<file path="config.mk">
export PLATFORM = sky130hd
export DESIGN_NAME = pioc_parallel_io
export DESIGN_NICKNAME = d
export VERILOG_FILES = /design/src/pioc_port_cell.v /design/src/pioc_parallel_io.v
export VERILOG_INCLUDE_DIRS = /design/src
export SDC_FILE = /design/constraint.sdc
export NUM_CORES = 1
export LEC_CHECK = 0
export ABC_AREA = 1
export ABC_CLOCK_PERIOD_IN_PS = 3600
export BUFFER_PORTS_ARGS = -buffer_cell sky130_fd_sc_hd__buf_4
export CELL_PAD_IN_SITES_DETAIL_PLACEMENT = 2
export CELL_PAD_IN_SITES_GLOBAL_PLACEMENT = 2
export CORE_ASPECT_RATIO = 1.5
export CORE_UTILIZATION = 25
export DETAILED_ROUTE_END_ITERATION = 8
export GPL_ROUTABILITY_DRIVEN = 0
export PLACE_DENSITY = 0.87
export SLEW_MARGIN = 10
export SYNTH_ARGS = -nofsm -noshare
export SYNTH_HDL_FRONTEND = slang
export SYNTH_SLANG_ARGS = --single-unit
</file>
<file path="constraint.sdc">
create_clock -name sys_clk -period 3.6 [get_ports sys_clk]
set_clock_uncertainty 0.2 [all_clocks]
set_input_delay 0.18 -clock sys_clk [delete_from_list [all_inputs] [get_ports sys_clk]]
set_output_delay 0.18 -clock sys_clk [all_outputs]
set_load 0.05 [all_outputs]
</file>
<file path="src/pioc_defs.vh">
/*
 * Constants of the parallel I/O port block: register addresses, special
 * bit positions and reset values.
 * Assumes inclusion by its bare name from the port block design files.
 */
`ifndef PIOC_DEFS_VH
`define PIOC_DEFS_VH

// ------------------------------------------------------------
// Register addresses, three per port
// ------------------------------------------------------------
`define PIOC_OFS_DATA 2'h0
`define PIOC_OFS_CFG 2'h1
`define PIOC_OFS_PIN 2'h2
`define PIOC_BASE_A 6'h00
`define PIOC_BASE_B 6'h01
`define PIOC_BASE_G 6'h02
`define PIOC_BASE_H 6'h03
`define PIOC_BASE_L 6'h04

// ------------------------------------------------------------
// Special port bit positions
// ------------------------------------------------------------
`define PIOC_G_IRQ_BIT 0
`define PIOC_G_WDOG_BIT 1
`define PIOC_G_T1CAP_BIT 2
`define PIOC_G_T1IO_BIT 3
`define PIOC_G_SO_BIT 4
`define PIOC_G_SK_BIT 5
`define PIOC_G_SI_BIT 6
`define PIOC_G_CLKOUT_BIT 7
`define PIOC_G_IDLE_BIT 6
`define PIOC_G_HALT_BIT 7
`define PIOC_G_ALTSK_BIT 6
`define PIOC_G_RC_STARTUP_DELAY_ENABLE_BIT 7

// ------------------------------------------------------------
// Reset values
// ------------------------------------------------------------
`define PIOC_RST_CFG 8'h00
`define PIOC_RST_DATA 8'h00
`define PIOC_RST_PIN 8'h00
`define PIOC_RDATA_NONE 8'h00

`endif

</file>
<file path="src/pioc_port_cell.v">
/*
 * One 8-bit general purpose port: configuration and output data latches,
 * pin level capture and per-bit pad control.
 * Assumes register strobes come from the owning block's address decode and
 * that pad inputs are synchronous to sys_clk.
 */
`timescale 1ns/10ps
`include "pioc_defs.vh"

module pioc_port_cell (
    input wire sys_clk,
    input wire rst,
    input wire wr_cfg,
    input wire wr_data,
    input wire [7:0] wdata,
    input wire [7:0] pad_in,
    output reg [7:0] cfg,
    output reg [7:0] data,
    output reg [7:0] level,
    output wire [7:0] pad_out,
    output wire [7:0] pad_oe,
    output wire [7:0] pad_pull_en
);

    // ------------------------------------------------------------
    // Latches
    // ------------------------------------------------------------
    // Reset to hi-z
    always @(posedge sys_clk or posedge rst) begin
        if (rst) begin
            cfg <= `PIOC_RST_CFG;
            data <= `PIOC_RST_DATA;
            level <= `PIOC_RST_PIN;
        end else begin
            if (wr_cfg) begin
                cfg <= wdata;
            end
            if (wr_data) begin
                data <= wdata;
            end
            level <= pad_in;
        end
    end

    // ------------------------------------------------------------
    // Pad control
    // ------------------------------------------------------------
    // Mode from config/data pair
    assign pad_oe = cfg;
    assign pad_out = data;
    assign pad_pull_en = ~cfg & data;

endmodule // pioc_port_cell

</file>
<file path="src/pioc_parallel_io.v">
/*
 * Parallel I/O ports A, B, G, H and L with their register file on the core
 * data memory bus, special port G controls and alternate pin routing.
 * Assumes a single-cycle read/write strobe bus synchronous to sys_clk,
 * pad inputs synchronous to sys_clk, and external pad logic resolving
 * the out/oe/pull signals into pin levels.
 */
`timescale 1ns/10ps
`include "pioc_defs.vh"

module pioc_parallel_io #(
    parameter [7:0] A_BONDED_MASK = 8'hFF
) (
    input wire sys_clk,
    input wire rst,
    input wire [7:0] mem_addr,
    input wire mem_wr,
    input wire mem_rd,
    input wire [7:0] mem_wdata,
    output reg [7:0] mem_rdata,
    input wire watchdog_select,
    input wire watchdog_level,
    input wire osc_clock_in,
    input wire [7:0] analog_sel_a,
    input wire [7:0] analog_sel_b,
    input wire [7:0] a_pad_in,
    output wire [7:0] a_pad_out,
    output wire [7:0] a_pad_oe,
    output wire [7:0] a_pad_pull_en,
    input wire [7:0] b_pad_in,
    output wire [7:0] b_pad_out,
    output wire [7:0] b_pad_oe,
    output wire [7:0] b_pad_pull_en,
    input wire [7:0] g_pad_in,
    output wire [7:0] g_pad_out,
    output wire [7:0] g_pad_oe,
    output wire [7:0] g_pad_pull_en,
    input wire [7:0] h_pad_in,
    output wire [7:0] h_pad_out,
    output wire [7:0] h_pad_oe,
    output wire [7:0] h_pad_pull_en,
    input wire [7:0] l_pad_in,
    output wire [7:0] l_pad_out,
    output wire [7:0] l_pad_oe,
    output wire [7:0] l_pad_pull_en,
    output reg halt_request,
    output reg idle_request,
    output wire alt_shift_clock_phase,
    output wire rc_startup_delay_enable,
    output wire external_irq_in,
    output wire timer1_capture_in,
    output wire timer1_io_pin,
    output wire serial_data_in,
    output wire serial_shift_clock,
    output wire timer2_input_a,
    output wire timer2_input_b,
    output wire usart_receive_in,
    output wire usart_ext_clock,
    output wire [7:0] wakeup_levels,
    output wire [15:0] analog_channel_sel
);

    // ------------------------------------------------------------
    // Address decode
    // ------------------------------------------------------------
    function hit;
        input [7:0] addr;
        input [5:0] base;
        input [1:0] ofs;
        begin
            hit = (addr == {base, ofs});
        end
    endfunction

    // Masked bits read zero; undefined values are allowed there
    function [7:0] masked;
        input [7:0] value;
        input [7:0] keep;
        begin
            masked = value & keep;
        end
    endfunction

    wire [7:0] a_cfg;
    wire [7:0] a_data;
    wire [7:0] a_level;
    wire [7:0] b_cfg;
    wire [7:0] b_data;
    wire [7:0] b_level;
    wire [7:0] g_cfg;
    wire [7:0] g_data;
    wire [7:0] g_level;
    wire [7:0] h_cfg;
    wire [7:0] h_data;
    wire [7:0] h_level;
    wire [7:0] l_cfg;
    wire [7:0] l_data;
    wire [7:0] l_level;
    wire [7:0] g_cell_out;
    wire [7:0] g_cell_oe;
    wire [7:0] g_cell_pull;
    wire wr_g_data;
    wire wr_a_cfg;
    wire wr_a_data;
    wire wr_b_cfg;
    wire wr_b_data;
    wire wr_g_cfg;
    wire wr_h_cfg;
    wire wr_h_data;
    wire wr_l_cfg;
    wire wr_l_data;

    // ------------------------------------------------------------
    // Write strobes, one per latch
    // ------------------------------------------------------------
    // Pin registers get no strobe, so writes to them are dropped
    assign wr_a_cfg = mem_wr & hit(mem_addr, `PIOC_BASE_A, `PIOC_OFS_CFG);
    assign wr_a_data = mem_wr & hit(mem_addr, `PIOC_BASE_A, `PIOC_OFS_DATA);
    assign wr_b_cfg = mem_wr & hit(mem_addr, `PIOC_BASE_B, `PIOC_OFS_CFG);
    assign wr_b_data = mem_wr & hit(mem_addr, `PIOC_BASE_B, `PIOC_OFS_DATA);
    assign wr_g_cfg = mem_wr & hit(mem_addr, `PIOC_BASE_G, `PIOC_OFS_CFG);
    assign wr_g_data = mem_wr & hit(mem_addr, `PIOC_BASE_G, `PIOC_OFS_DATA);
    assign wr_h_cfg = mem_wr & hit(mem_addr, `PIOC_BASE_H, `PIOC_OFS_CFG);
    assign wr_h_data = mem_wr & hit(mem_addr, `PIOC_BASE_H, `PIOC_OFS_DATA);
    assign wr_l_cfg = mem_wr & hit(mem_addr, `PIOC_BASE_L, `PIOC_OFS_CFG);
    assign wr_l_data = mem_wr & hit(mem_addr, `PIOC_BASE_L, `PIOC_OFS_DATA);

    // ------------------------------------------------------------
    // Port instances
    // ------------------------------------------------------------
    // Three registers per port
    pioc_port_cell u_port_a (
        .sys_clk(sys_clk),
        .rst(rst),
        .wr_cfg(wr_a_cfg),
        .wr_data(wr_a_data),
        .wdata(mem_wdata),
        .pad_in(a_pad_in),
        .cfg(a_cfg),
        .data(a_data),
        .level(a_level),
        .pad_out(a_pad_out),
        .pad_oe(a_pad_oe),
        .pad_pull_en(a_pad_pull_en)
    );

    pioc_port_cell u_port_b (
        .sys_clk(sys_clk),
        .rst(rst),
        .wr_cfg(wr_b_cfg),
        .wr_data(wr_b_data),
        .wdata(mem_wdata),
        .pad_in(b_pad_in),
        .cfg(b_cfg),
        .data(b_data),
        .level(b_level),
        .pad_out(b_pad_out),
        .pad_oe(b_pad_oe),
        .pad_pull_en(b_pad_pull_en)
    );

    pioc_port_cell u_port_g (
        .sys_clk(sys_clk),
        .rst(rst),
        .wr_cfg(wr_g_cfg),
        .wr_data(wr_g_data),
        .wdata(mem_wdata),
        .pad_in(g_pad_in),
        .cfg(g_cfg),
        .data(g_data),
        .level(g_level),
        .pad_out(g_cell_out),
        .pad_oe(g_cell_oe),
        .pad_pull_en(g_cell_pull)
    );

    pioc_port_cell u_port_h (
        .sys_clk(sys_clk),
        .rst(rst),
        .wr_cfg(wr_h_cfg),
        .wr_data(wr_h_data),
        .wdata(mem_wdata),
        .pad_in(h_pad_in),
        .cfg(h_cfg),
        .data(h_data),
        .level(h_level),
        .pad_out(h_pad_out),
        .pad_oe(h_pad_oe),
        .pad_pull_en(h_pad_pull_en)
    );

    pioc_port_cell u_port_l (
        .sys_clk(sys_clk),
        .rst(rst),
        .wr_cfg(wr_l_cfg),
        .wr_data(wr_l_data),
        .wdata(mem_wdata),
        .pad_in(l_pad_in),
        .cfg(l_cfg),
        .data(l_data),
        .level(l_level),
        .pad_out(l_pad_out),
        .pad_oe(l_pad_oe),
        .pad_pull_en(l_pad_pull_en)
    );

    // ------------------------------------------------------------
    // Special port pad overrides
    // ------------------------------------------------------------
    // Bit 7 carries oscillator clock
    assign g_pad_out[7] = osc_clock_in;
    assign g_pad_oe[7] = 1'b1;
    assign g_pad_pull_en[7] = 1'b0;
    assign g_pad_out[6] = 1'b0;
    assign g_pad_oe[6] = 1'b0;
    assign g_pad_pull_en[6] = 1'b0;
    assign g_pad_out[5:2] = g_cell_out[5:2];
    assign g_pad_oe[5:2] = g_cell_oe[5:2];
    assign g_pad_pull_en[5:2] = g_cell_pull[5:2];
    // Watchdog output, pulled up, sinks when active
    assign g_pad_out[1] = watchdog_select ? 1'b0 : g_cell_out[1];
    assign g_pad_oe[1] = watchdog_select ? ~watchdog_level : g_cell_oe[1];
    assign g_pad_pull_en[1] = watchdog_select ? 1'b1 : g_cell_pull[1];
    assign g_pad_out[0] = g_cell_out[0];
    assign g_pad_oe[0] = g_cell_oe[0];
    assign g_pad_pull_en[0] = g_cell_pull[0];

    // ------------------------------------------------------------
    // Special controls
    // ------------------------------------------------------------
    // Alternate shift clock phase
    assign alt_shift_clock_phase = g_cfg[`PIOC_G_ALTSK_BIT];
    assign rc_startup_delay_enable = g_cfg[`PIOC_G_RC_STARTUP_DELAY_ENABLE_BIT];

    // One-cycle requests; the power controller holds the mode itself
    always @(posedge sys_clk or posedge rst) begin
        if (rst) begin
            halt_request <= 1'b0;
            idle_request <= 1'b0;
        end else begin
            halt_request <= wr_g_data & mem_wdata[`PIOC_G_HALT_BIT];
            idle_request <= wr_g_data & mem_wdata[`PIOC_G_IDLE_BIT];
        end
    end

    // ------------------------------------------------------------
    // Alternate functions
    // ------------------------------------------------------------
    // Special port G and port L alternates
    assign external_irq_in = g_level[`PIOC_G_IRQ_BIT];
    assign timer1_capture_in = g_level[`PIOC_G_T1CAP_BIT];
    assign timer1_io_pin = g_level[`PIOC_G_T1IO_BIT];
    assign serial_shift_clock = g_level[`PIOC_G_SK_BIT];
    assign serial_data_in = g_level[`PIOC_G_SI_BIT];
    assign wakeup_levels = l_level;
    assign timer2_input_b = l_level[5];
    assign timer2_input_a = l_level[4];
    assign usart_receive_in = l_level[3];
    assign usart_ext_clock = l_level[1];
    // Channels 0-7 on A, 8-15 on B
    assign analog_channel_sel = {analog_sel_b, analog_sel_a};

    // ------------------------------------------------------------
    // Read path
    // ------------------------------------------------------------
    reg [7:0] next_rdata;

    always @* begin
        next_rdata = `PIOC_RDATA_NONE;
        case (mem_addr)
            {`PIOC_BASE_A, `PIOC_OFS_DATA}: next_rdata = a_data;
            {`PIOC_BASE_A, `PIOC_OFS_CFG}: next_rdata = a_cfg;
            {`PIOC_BASE_A, `PIOC_OFS_PIN}: next_rdata = masked(a_level, A_BONDED_MASK & ~analog_sel_a);
            {`PIOC_BASE_B, `PIOC_OFS_DATA}: next_rdata = b_data;
            {`PIOC_BASE_B, `PIOC_OFS_CFG}: next_rdata = b_cfg;
            {`PIOC_BASE_B, `PIOC_OFS_PIN}: next_rdata = masked(b_level, ~analog_sel_b);
            {`PIOC_BASE_G, `PIOC_OFS_DATA}: next_rdata = masked(g_data, 8'h3F);
            {`PIOC_BASE_G, `PIOC_OFS_CFG}: next_rdata = g_cfg;
            {`PIOC_BASE_G, `PIOC_OFS_PIN}: next_rdata = g_level;
            {`PIOC_BASE_H, `PIOC_OFS_DATA}: next_rdata = h_data;
            {`PIOC_BASE_H, `PIOC_OFS_CFG}: next_rdata = h_cfg;
            {`PIOC_BASE_H, `PIOC_OFS_PIN}: next_rdata = h_level;
            {`PIOC_BASE_L, `PIOC_OFS_DATA}: next_rdata = l_data;
            {`PIOC_BASE_L, `PIOC_OFS_CFG}: next_rdata = l_cfg;
            {`PIOC_BASE_L, `PIOC_OFS_PIN}: next_rdata = l_level;
            default: next_rdata = `PIOC_RDATA_NONE;
        endcase
    end

    always @(posedge sys_clk or posedge rst) begin
        if (rst) begin
            mem_rdata <= `PIOC_RDATA_NONE;
        end else if (mem_rd) begin
            mem_rdata <= next_rdata;
        end
    end

endmodule // pioc_parallel_io

</file>
Word level (Yosys, flattened, before mapping)
Index checks and enable logic that the tools add are counted.
- multiplexer cells: 4
- bitwise operators: 27
- reduce and logical (&&, ||, !) cells: 1
- eq/ne operators: 14
- operators with widths (operator ; count):
    $pmux 8 s15 ; 1
    $and 8x8->8 ; 6
    $eq 8x4->1 const B ; 6
    $not 8->8 ; 6
    $eq 8x3->1 const B ; 3
    $eq 8x5->1 const B ; 3
    $and 1x1->1 ; 12
    $eq 8x1->1 const B ; 1
    $eq 8x2->1 const B ; 1
    $logic_not 8->1 ; 1
    $and 6x6->6 ; 1
    $not 6->6 ; 1
    $mux 1 ; 3
    $not 1->1 ; 1
- bits in registers: 128
- logic and storage cells: 64
- output and inout port bits: 165

Logic depth before layout (Yosys ltp)
Gate-level depths: netlist of run 1.
- depth after elaboration: 3
- gate-level depth with buffers: 13
- gate-level depth less buffers: 12

By module
From an unflattened synthesis of run 1, not the netlist that was laid out.
- cells, all modules: 958
- area, all modules: 7191.9 sq um
- modules (own cells, without submodules) (module ; times used ; cells each ; area each (sq um)):
    pioc_port_cell ; 5 ; 109 ; 994.7
    pioc_parallel_io ; 1 ; 413 ; 2218.4

Least setup slack after synthesis of run 1
OpenSTA, ideal clock, no wires.
- kind: reg2out
- from: register u_port_g.cfg[1]
- to: output g_pad_pull_en[1]
- path slack: 1729 ps
- stages on the path, launching flop included: 2
- arrival time: 1491 ps
- path buffers: 0
- cell sequence: dfrtp_1 -> o21ai_0
- word-level cells in the longest chain between the ends: 3
- RTL lines (what ; line ; text):
    start, declared ; pioc_port_cell.v:17 ; output reg [7:0] cfg,
    start signal, assigned ; pioc_port_cell.v:31 ; cfg <= `PIOC_RST_CFG;
    start signal, assigned ; pioc_port_cell.v:36 ; cfg <= wdata;
    $not 6->6 ; pioc_port_cell.v:51 ; assign pad_pull_en = ~cfg & data;
    $and 6x6->6 ; pioc_port_cell.v:51 ;
    $mux 1 ; pioc_parallel_io.v:223 ; assign g_pad_pull_en[1] = watchdog_select ? 1'b1 : g_cell_pull[1];
    end, declared ; pioc_parallel_io.v:37 ; output wire [7:0] g_pad_pull_en,
No other way between the ends.

Worst setup path in the final report of run 1
- from: input mem_addr[5]
- to: register u_port_b.cfg[1]
- word-level cells in the longest chain between the ends: 2
- RTL lines (what ; line ; text):
    start, declared ; pioc_parallel_io.v:16 ; input wire [7:0] mem_addr,
    $eq 8x3->1 ; pioc_parallel_io.v:71 ; hit = (addr == {base, ofs});
    $and 1x1->1 ; pioc_parallel_io.v:119 ; assign wr_b_cfg = mem_wr & hit(mem_addr, `PIOC_BASE_B, `PIOC_OFS_CFG);
    end signal, assigned ; pioc_port_cell.v:31 ;
    end signal, assigned ; pioc_port_cell.v:36 ;
    end, declared ; pioc_port_cell.v:17 ;
No other way between the ends.
A chain may end at the register's enable or synchronous reset.

==> flow_summary.ini, run 1 <==
[critical_path]
path_class = in -> reg
critPathTopFamily = buffers and inverters
r2r_setup_slack_ns = 2.11
critPathLaunchType = input pin
cp-end-kind = register
cp.required_ns = 3.66
path_buf_inv = 3
slowest_stage = inv_2
critical_path.max_stage_delay_ns = 0.53
cp_cell_sequence = buf_4, nor2_1, nand2_2, inv_2, buf_4, nand3_4, nand2_1, o21ai_0
critical_path.most_common_cell = buf_4
crit_fanout = 41
worstPathArrival_ns = 2.21

[layout]
regArea_um2 = 3203
fin_nets = 1118
drive_gt1_frac = 0.2994
synthToLayoutAreaGrowth_pct = 43.57
multi_input_area_um2 = 2432
nFillCells = 2872
antenna_cells = 0
final_core_util = 0.3685

[timing]
period_needed_ns = 2.148
max-slew-margin-rel = 0.4953
finalSetupViolCount = 0
fin_setup_tns_ns = 0
worstMarginPinSlew_ns = 0.7570
fin_ws_ns = 1.452
holdWs_ns = 0.07929
finalMaxSlewViolations = 0
fmax_mhz = 465.6
rsz0062_at_grt = false
finalHoldViolCount = 0
final.period_utilization = 0.5965

[logic_synthesis]
avgSynthCellArea_um2 = 8.167
ys_ff_latch = 128
syn_inst = 793
synth_area_um2 = 6476
synth_warnings = 0
ys_types = 20
seq_area_frac_synth = 0.4946

[placement]
dp_hpwl_um = 20790
pre_cts_ws_ns = 1.103
numPortBuffers = 236

[power_and_ir_drop]
p_int_mw = 2.810
p_comb_frac = 0.189
switching_share = 0.3168
power.share.clock = 0.424
max-vdd-ir-drop_mv = 0.3337
powerDensity_nw_per_um2 = 442.4
switching_power_mw = 1.303
p_leak_nw = 4.814
seqPwrFrac = 0.387
power_mw = 4.113

[die]
start_util = 0.2567
core_um2 = 25230
die_area_um2 = 26570
rows = 71
io_pins = 244
die_h_um = 199.1
dieWidth_um = 133.4

[cts]
clkLatencyLatePin_ns = 0.44
cts_buffers = 17
cts_root_buf = clkbuf_16
cts_resized = 0
clockBufferDepth = 2
cts.sinks = 128
cts_tree = done
h-tree-depth = 4
clk_pin_slew_ns = 0.06
cts_setup_buffers = 0

[detailed_routing]
via_per_inst = 4.680
ant_nets = 0
vias = 6459
routedWlPerCell_um = 21.33
drtIter0Drc = 287
wl_um = 29430
drcViolationCount = 0
drt_pre_antenna_iters = 4

[global_routing]
grt_max_degree = 129
grt_usage = 0.2259
grt_pass1_wl_um = 44120
grt_pass1_vias = 7307
antenna_found_initial = 0
grt_overflow = 0

[min_path]
min_path_type = in -> reg

[run]
cap_viol_max_count = 0

[outcome]
status = finished, final reports clean
[power by group through the flow]
stage | clock [mW] | combinational [mW] | sequential, mW
2_1_floorplan | 0 | 0.325 | 1.74
3_3_place_gp | 0 | 0.716 | 1.61
3_5_place_dp | 0 | 0.733 | 1.61
4_1_cts | 1.77 | 0.779 | 1.59
5_1_grt | 1.83 | 0.815 | 1.60
6_report | 1.74 | 0.779 | 1.59
[layout by cell type, fill, tap and decap left out, types with 2 or more instances in the layout]
master,instances
buf_4,237
inv_2,6
clkbuf_1,2
clkinv_2,4
nor2_1,76
clkbuf_8,3
o21a_1,6
nand3_1,107
nand2_2,8
nor2_8,4
nor2_4,12
nand2_1,189
inv_1,105
clkinvlp_4,5
nand2_4,4
o21ai_2,6
bufinv_16,2
o21ai_1,26
dfrtp_1,128
dlygate4sd3_1,44
clkbuf_16,17
o21ai_0,48
conb_1,5
nand3_4,6
[worst min-delay path, stage by stage]
cell and delay [ns]:
buf_4 0.21, nand3_4 0.20, o21ai_1 0.07
[metrics by stage]
stage / std cells / area, um2
final: 1380 / 9298
after global routing: 1380 / 9298
after CTS: 1380 / 9298
after detailed placement: 1304 / 8273
after global placement: 1304 / 8273
after floorplan: 796 / 6491
[cells in the mapped netlist]
cell type  instances  share of area
nand3_4            6          0.016
nand2_4            4         0.0070
o21ai_0           48          0.037
nand2_2            8         0.0077
nor2_4            12          0.021
o21ai_2            6         0.0081
o21a_1             6         0.0070
buf_4             40          0.046
nor2_8             4          0.012
inv_1            106          0.061
nor2_1            76          0.044
nand3_1          107          0.083
o21ai_1           26          0.020
dfrtp_1          128           0.49
inv_2              6         0.0035
buf_6              6          0.010
conb_1             2         0.0012
buf_2             12         0.0093
clkinv_1           1        0.00058
nand2_1          189           0.11
[routing by layer]
metal,track usage,vias to the layer above,part of all wire
li1,-,2937,-
met1,0.2431,3253,0.38
met2,0.4128,202,0.54
met3,0.04033,67,0.036
met4,0.1301,0,0.047
met5,0,-,0
[cell type report]
class / instances / share of cell area
well taps: 328 / 0.04414
clock buffers: 22 / 0.05100
multi-input cells: 497 / 0.2616
repair buffers: 282 / 0.2409
inverters: 113 / 0.04602
clock inverters: 10 / 0.01184
flip-flops and latches: 128 / 0.3445
[cells by family after synthesis]
logic type	after synthesis	synth area share
other cells	2	0.001160
buf+inv	171	0.1316
simple gates	406	0.3004
flops	128	0.4946
compound gates	86	0.07226
[repair_timing]
action | in CTS | in global routing
hold buffers | 44 | 0
endpoints found under the setup margin | 0 | 0
hold endpoints to repair | 178 | 0
[path summary, 6_finish.rpt]
check                                 start           endpoint  cells past startpoint
max                             mem_addr[5]    u_port_b.cfg[1]                      8
min                                  mem_wr    u_port_g.cfg[4]                      3
max reg2reg                u_port_h.data[3]       mem_rdata[3]                      8
min reg2reg                    mem_rdata[2]       mem_rdata[2]                      2
max in group asynchronous               rst  u_port_b.level[0]                      4
min in group asynchronous               rst  u_port_h.level[0]                      4
No activity file was read; power rests on OpenSTA's default activity.
==> run 2: changes to the inputs <==
Settings changed: ABC_CLOCK_PERIOD_IN_PS 3600 to 2200, CORE_UTILIZATION 25 to 27, PLACE_DENSITY 0.87 to 0.89.
Clock period 3.6 ns to 2.2 ns, I/O delays scaled along.
==> run 2 against run 1 <==
  * Combinational power rose by 68%
  * Hold slack got worse by 0.064 ns
  * Via count up 3.6%
  * Cell count hardly changed
==> flow_summary.ini, run 2 (synthesized netlist as in run 1, its figures left out) <==
[outcome]
status = finished, final reports clean

[layout]
final_common_cell = buf_4
final_cell_mix = 239 x buf_4, 189 x nand2_1, 128 x dfrtp_1
drive_gt1_frac = 0.3034
synthToLayoutAreaGrowth_pct = 46.23
final_core_util = 0.4003
final_area_um2 = 9470
fin_nets = 1124

[cts]
clk_pin_slew_ns = 0.06
cts_root_buf = clkbuf_16
cts_resized = 0
cts_tree = done
cts_buffers = 17
h-tree-depth = 4
clockBufferDepth = 2
cts.sinks = 128
clkLatencyLatePin_ns = 0.43

[timing]
finalHoldViolCount = 0
worstMarginPinSlew_ns = 0.6427
fin_setup_tns_ns = 0
final.period_utilization = 0.8283
max-slew-margin-rel = 0.5703
fin_ws_ns = 0.3778
rsz0062_at_grt = false
finalMaxSlewViolations = 0
period_needed_ns = 1.822
fmax_mhz = 548.8
finalSetupViolCount = 0

[power_and_ir_drop]
p_leak_nw = 4.909
switching_power_mw = 2.202
p_comb_frac = 0.180
p_int_mw = 5.071
power.share.clock = 0.462
max-vdd-ir-drop_mv = 0.6421
powerDensity_nw_per_um2 = 768.0
seqPwrFrac = 0.359
switching_share = 0.3028
power_mw = 7.273

[die]
start_util = 0.2738
die_area_um2 = 24620
core_um2 = 23660
die_h_um = 191.7
io_pins = 244
dieWidth_um = 128.5
rows = 69

[critical_path]
cp_cell_sequence = dlygate4sd3_1, buf_4, nand3_1, nand2_1, o21ai_0
slowest_stage = nand3_1
critical_path.max_stage_delay_ns = 0.53
critPathLaunchType = input pin
cp-end-kind = register
critPathTopFamily = buffers and inverters
path_class = in -> reg
worstPathArrival_ns = 1.90
crit_fanout = 16
path_buf_inv = 2
cp.required_ns = 2.27

[detailed_routing]
via_per_inst = 4.854
vias = 6694
routedWlPerCell_um = 23.28
drtIter0Drc = 355
ant_nets = 0
wl_um = 32100
drt_pre_antenna_iters = 5
drcViolationCount = 0

[placement]
pre_cts_ws_ns = 0.2008
numPortBuffers = 236
placed_area_um2 = 8337
dp_hpwl_um = 21400

[min_path]
min_path_type = in -> reg

[global_routing]
grt_pass1_wl_um = 47680
grt_pass1_vias = 7657
antenna_found_initial = 2
grt_usage = 0.2667
grt_max_degree = 56
grt_overflow = 0

[run]
cap_viol_max_count = 0
## run 2: worst min-delay path: cells and delay by family
| kind | cells | cell delay (ns) |
|---|---|---|
| AO/OA/AOI/OAI | 1 | 0.20 |
| buffers and inverters | 2 | 0.29 |
## run 2: stage by stage
stage               cells  hold WS [ns]
finish               1379       0.01497
global placement     1300     -0.009526
floorplan             796      -0.05857
detailed placement   1300      0.005208
global route         1379       0.02009
CTS                  1377      0.007183
## run 2: layer usage
metal | up-vias | global-route usage | share of wire | wire [um]
met5 | - | 0 | 0 | 0
met4 | 0 | 0.1588 | 0.049 | 1561
met3 | 80 | 0.04680 | 0.039 | 1247
met2 | 253 | 0.4817 | 0.54 | 17300
met1 | 3419 | 0.2880 | 0.37 | 12000
li1 | 2942 | - | - | -
## run 2: final timing paths
check                             startpoint          endpoint  slack [ns]  cells after the start
max                                   mem_wr  u_port_l.data[3]        0.38                      5
min                             mem_wdata[4]   u_port_g.cfg[4]        0.01                      3
max reg2reg                u_port_b.level[6]      mem_rdata[6]        0.63                      8
min reg2reg                     mem_rdata[7]      mem_rdata[7]        0.29                      2
max in group asynchronous                rst   u_port_a.cfg[0]        0.98                      4
min in group asynchronous                rst   u_port_h.cfg[1]        0.12                      3
## run 2: area by class of cell
cell class / instances / area, um2
fillers: 2672 / 14180
clock buffers: 21 / 470.5
diodes: 2 / 5.005
inverters: 113 / 427.9
flip-flops and latches: 128 / 3203
clock inverters: 11 / 207.7
well taps: 319 / 399.1
multi-input cells: 497 / 2432
repair buffers: 288 / 2325
## run 2: power groups by stage
stage | Clock [mW] | Combinational, mW | Sequential, mW
after floorplan | 0 | 0.533 | 2.86
after global placement | 0 | 1.19 | 2.63
after detailed placement | 0 | 1.22 | 2.64
after CTS | 3.38 | 1.30 | 2.60
after global routing | 3.47 | 1.37 | 2.62
final | 3.36 | 1.31 | 2.61
## run 2: what timing repair did
item | in CTS | in global routing
hold buffers | 45 | 0
endpoints found under the hold margin | 129 | 0
setup buffers | 0 | 0
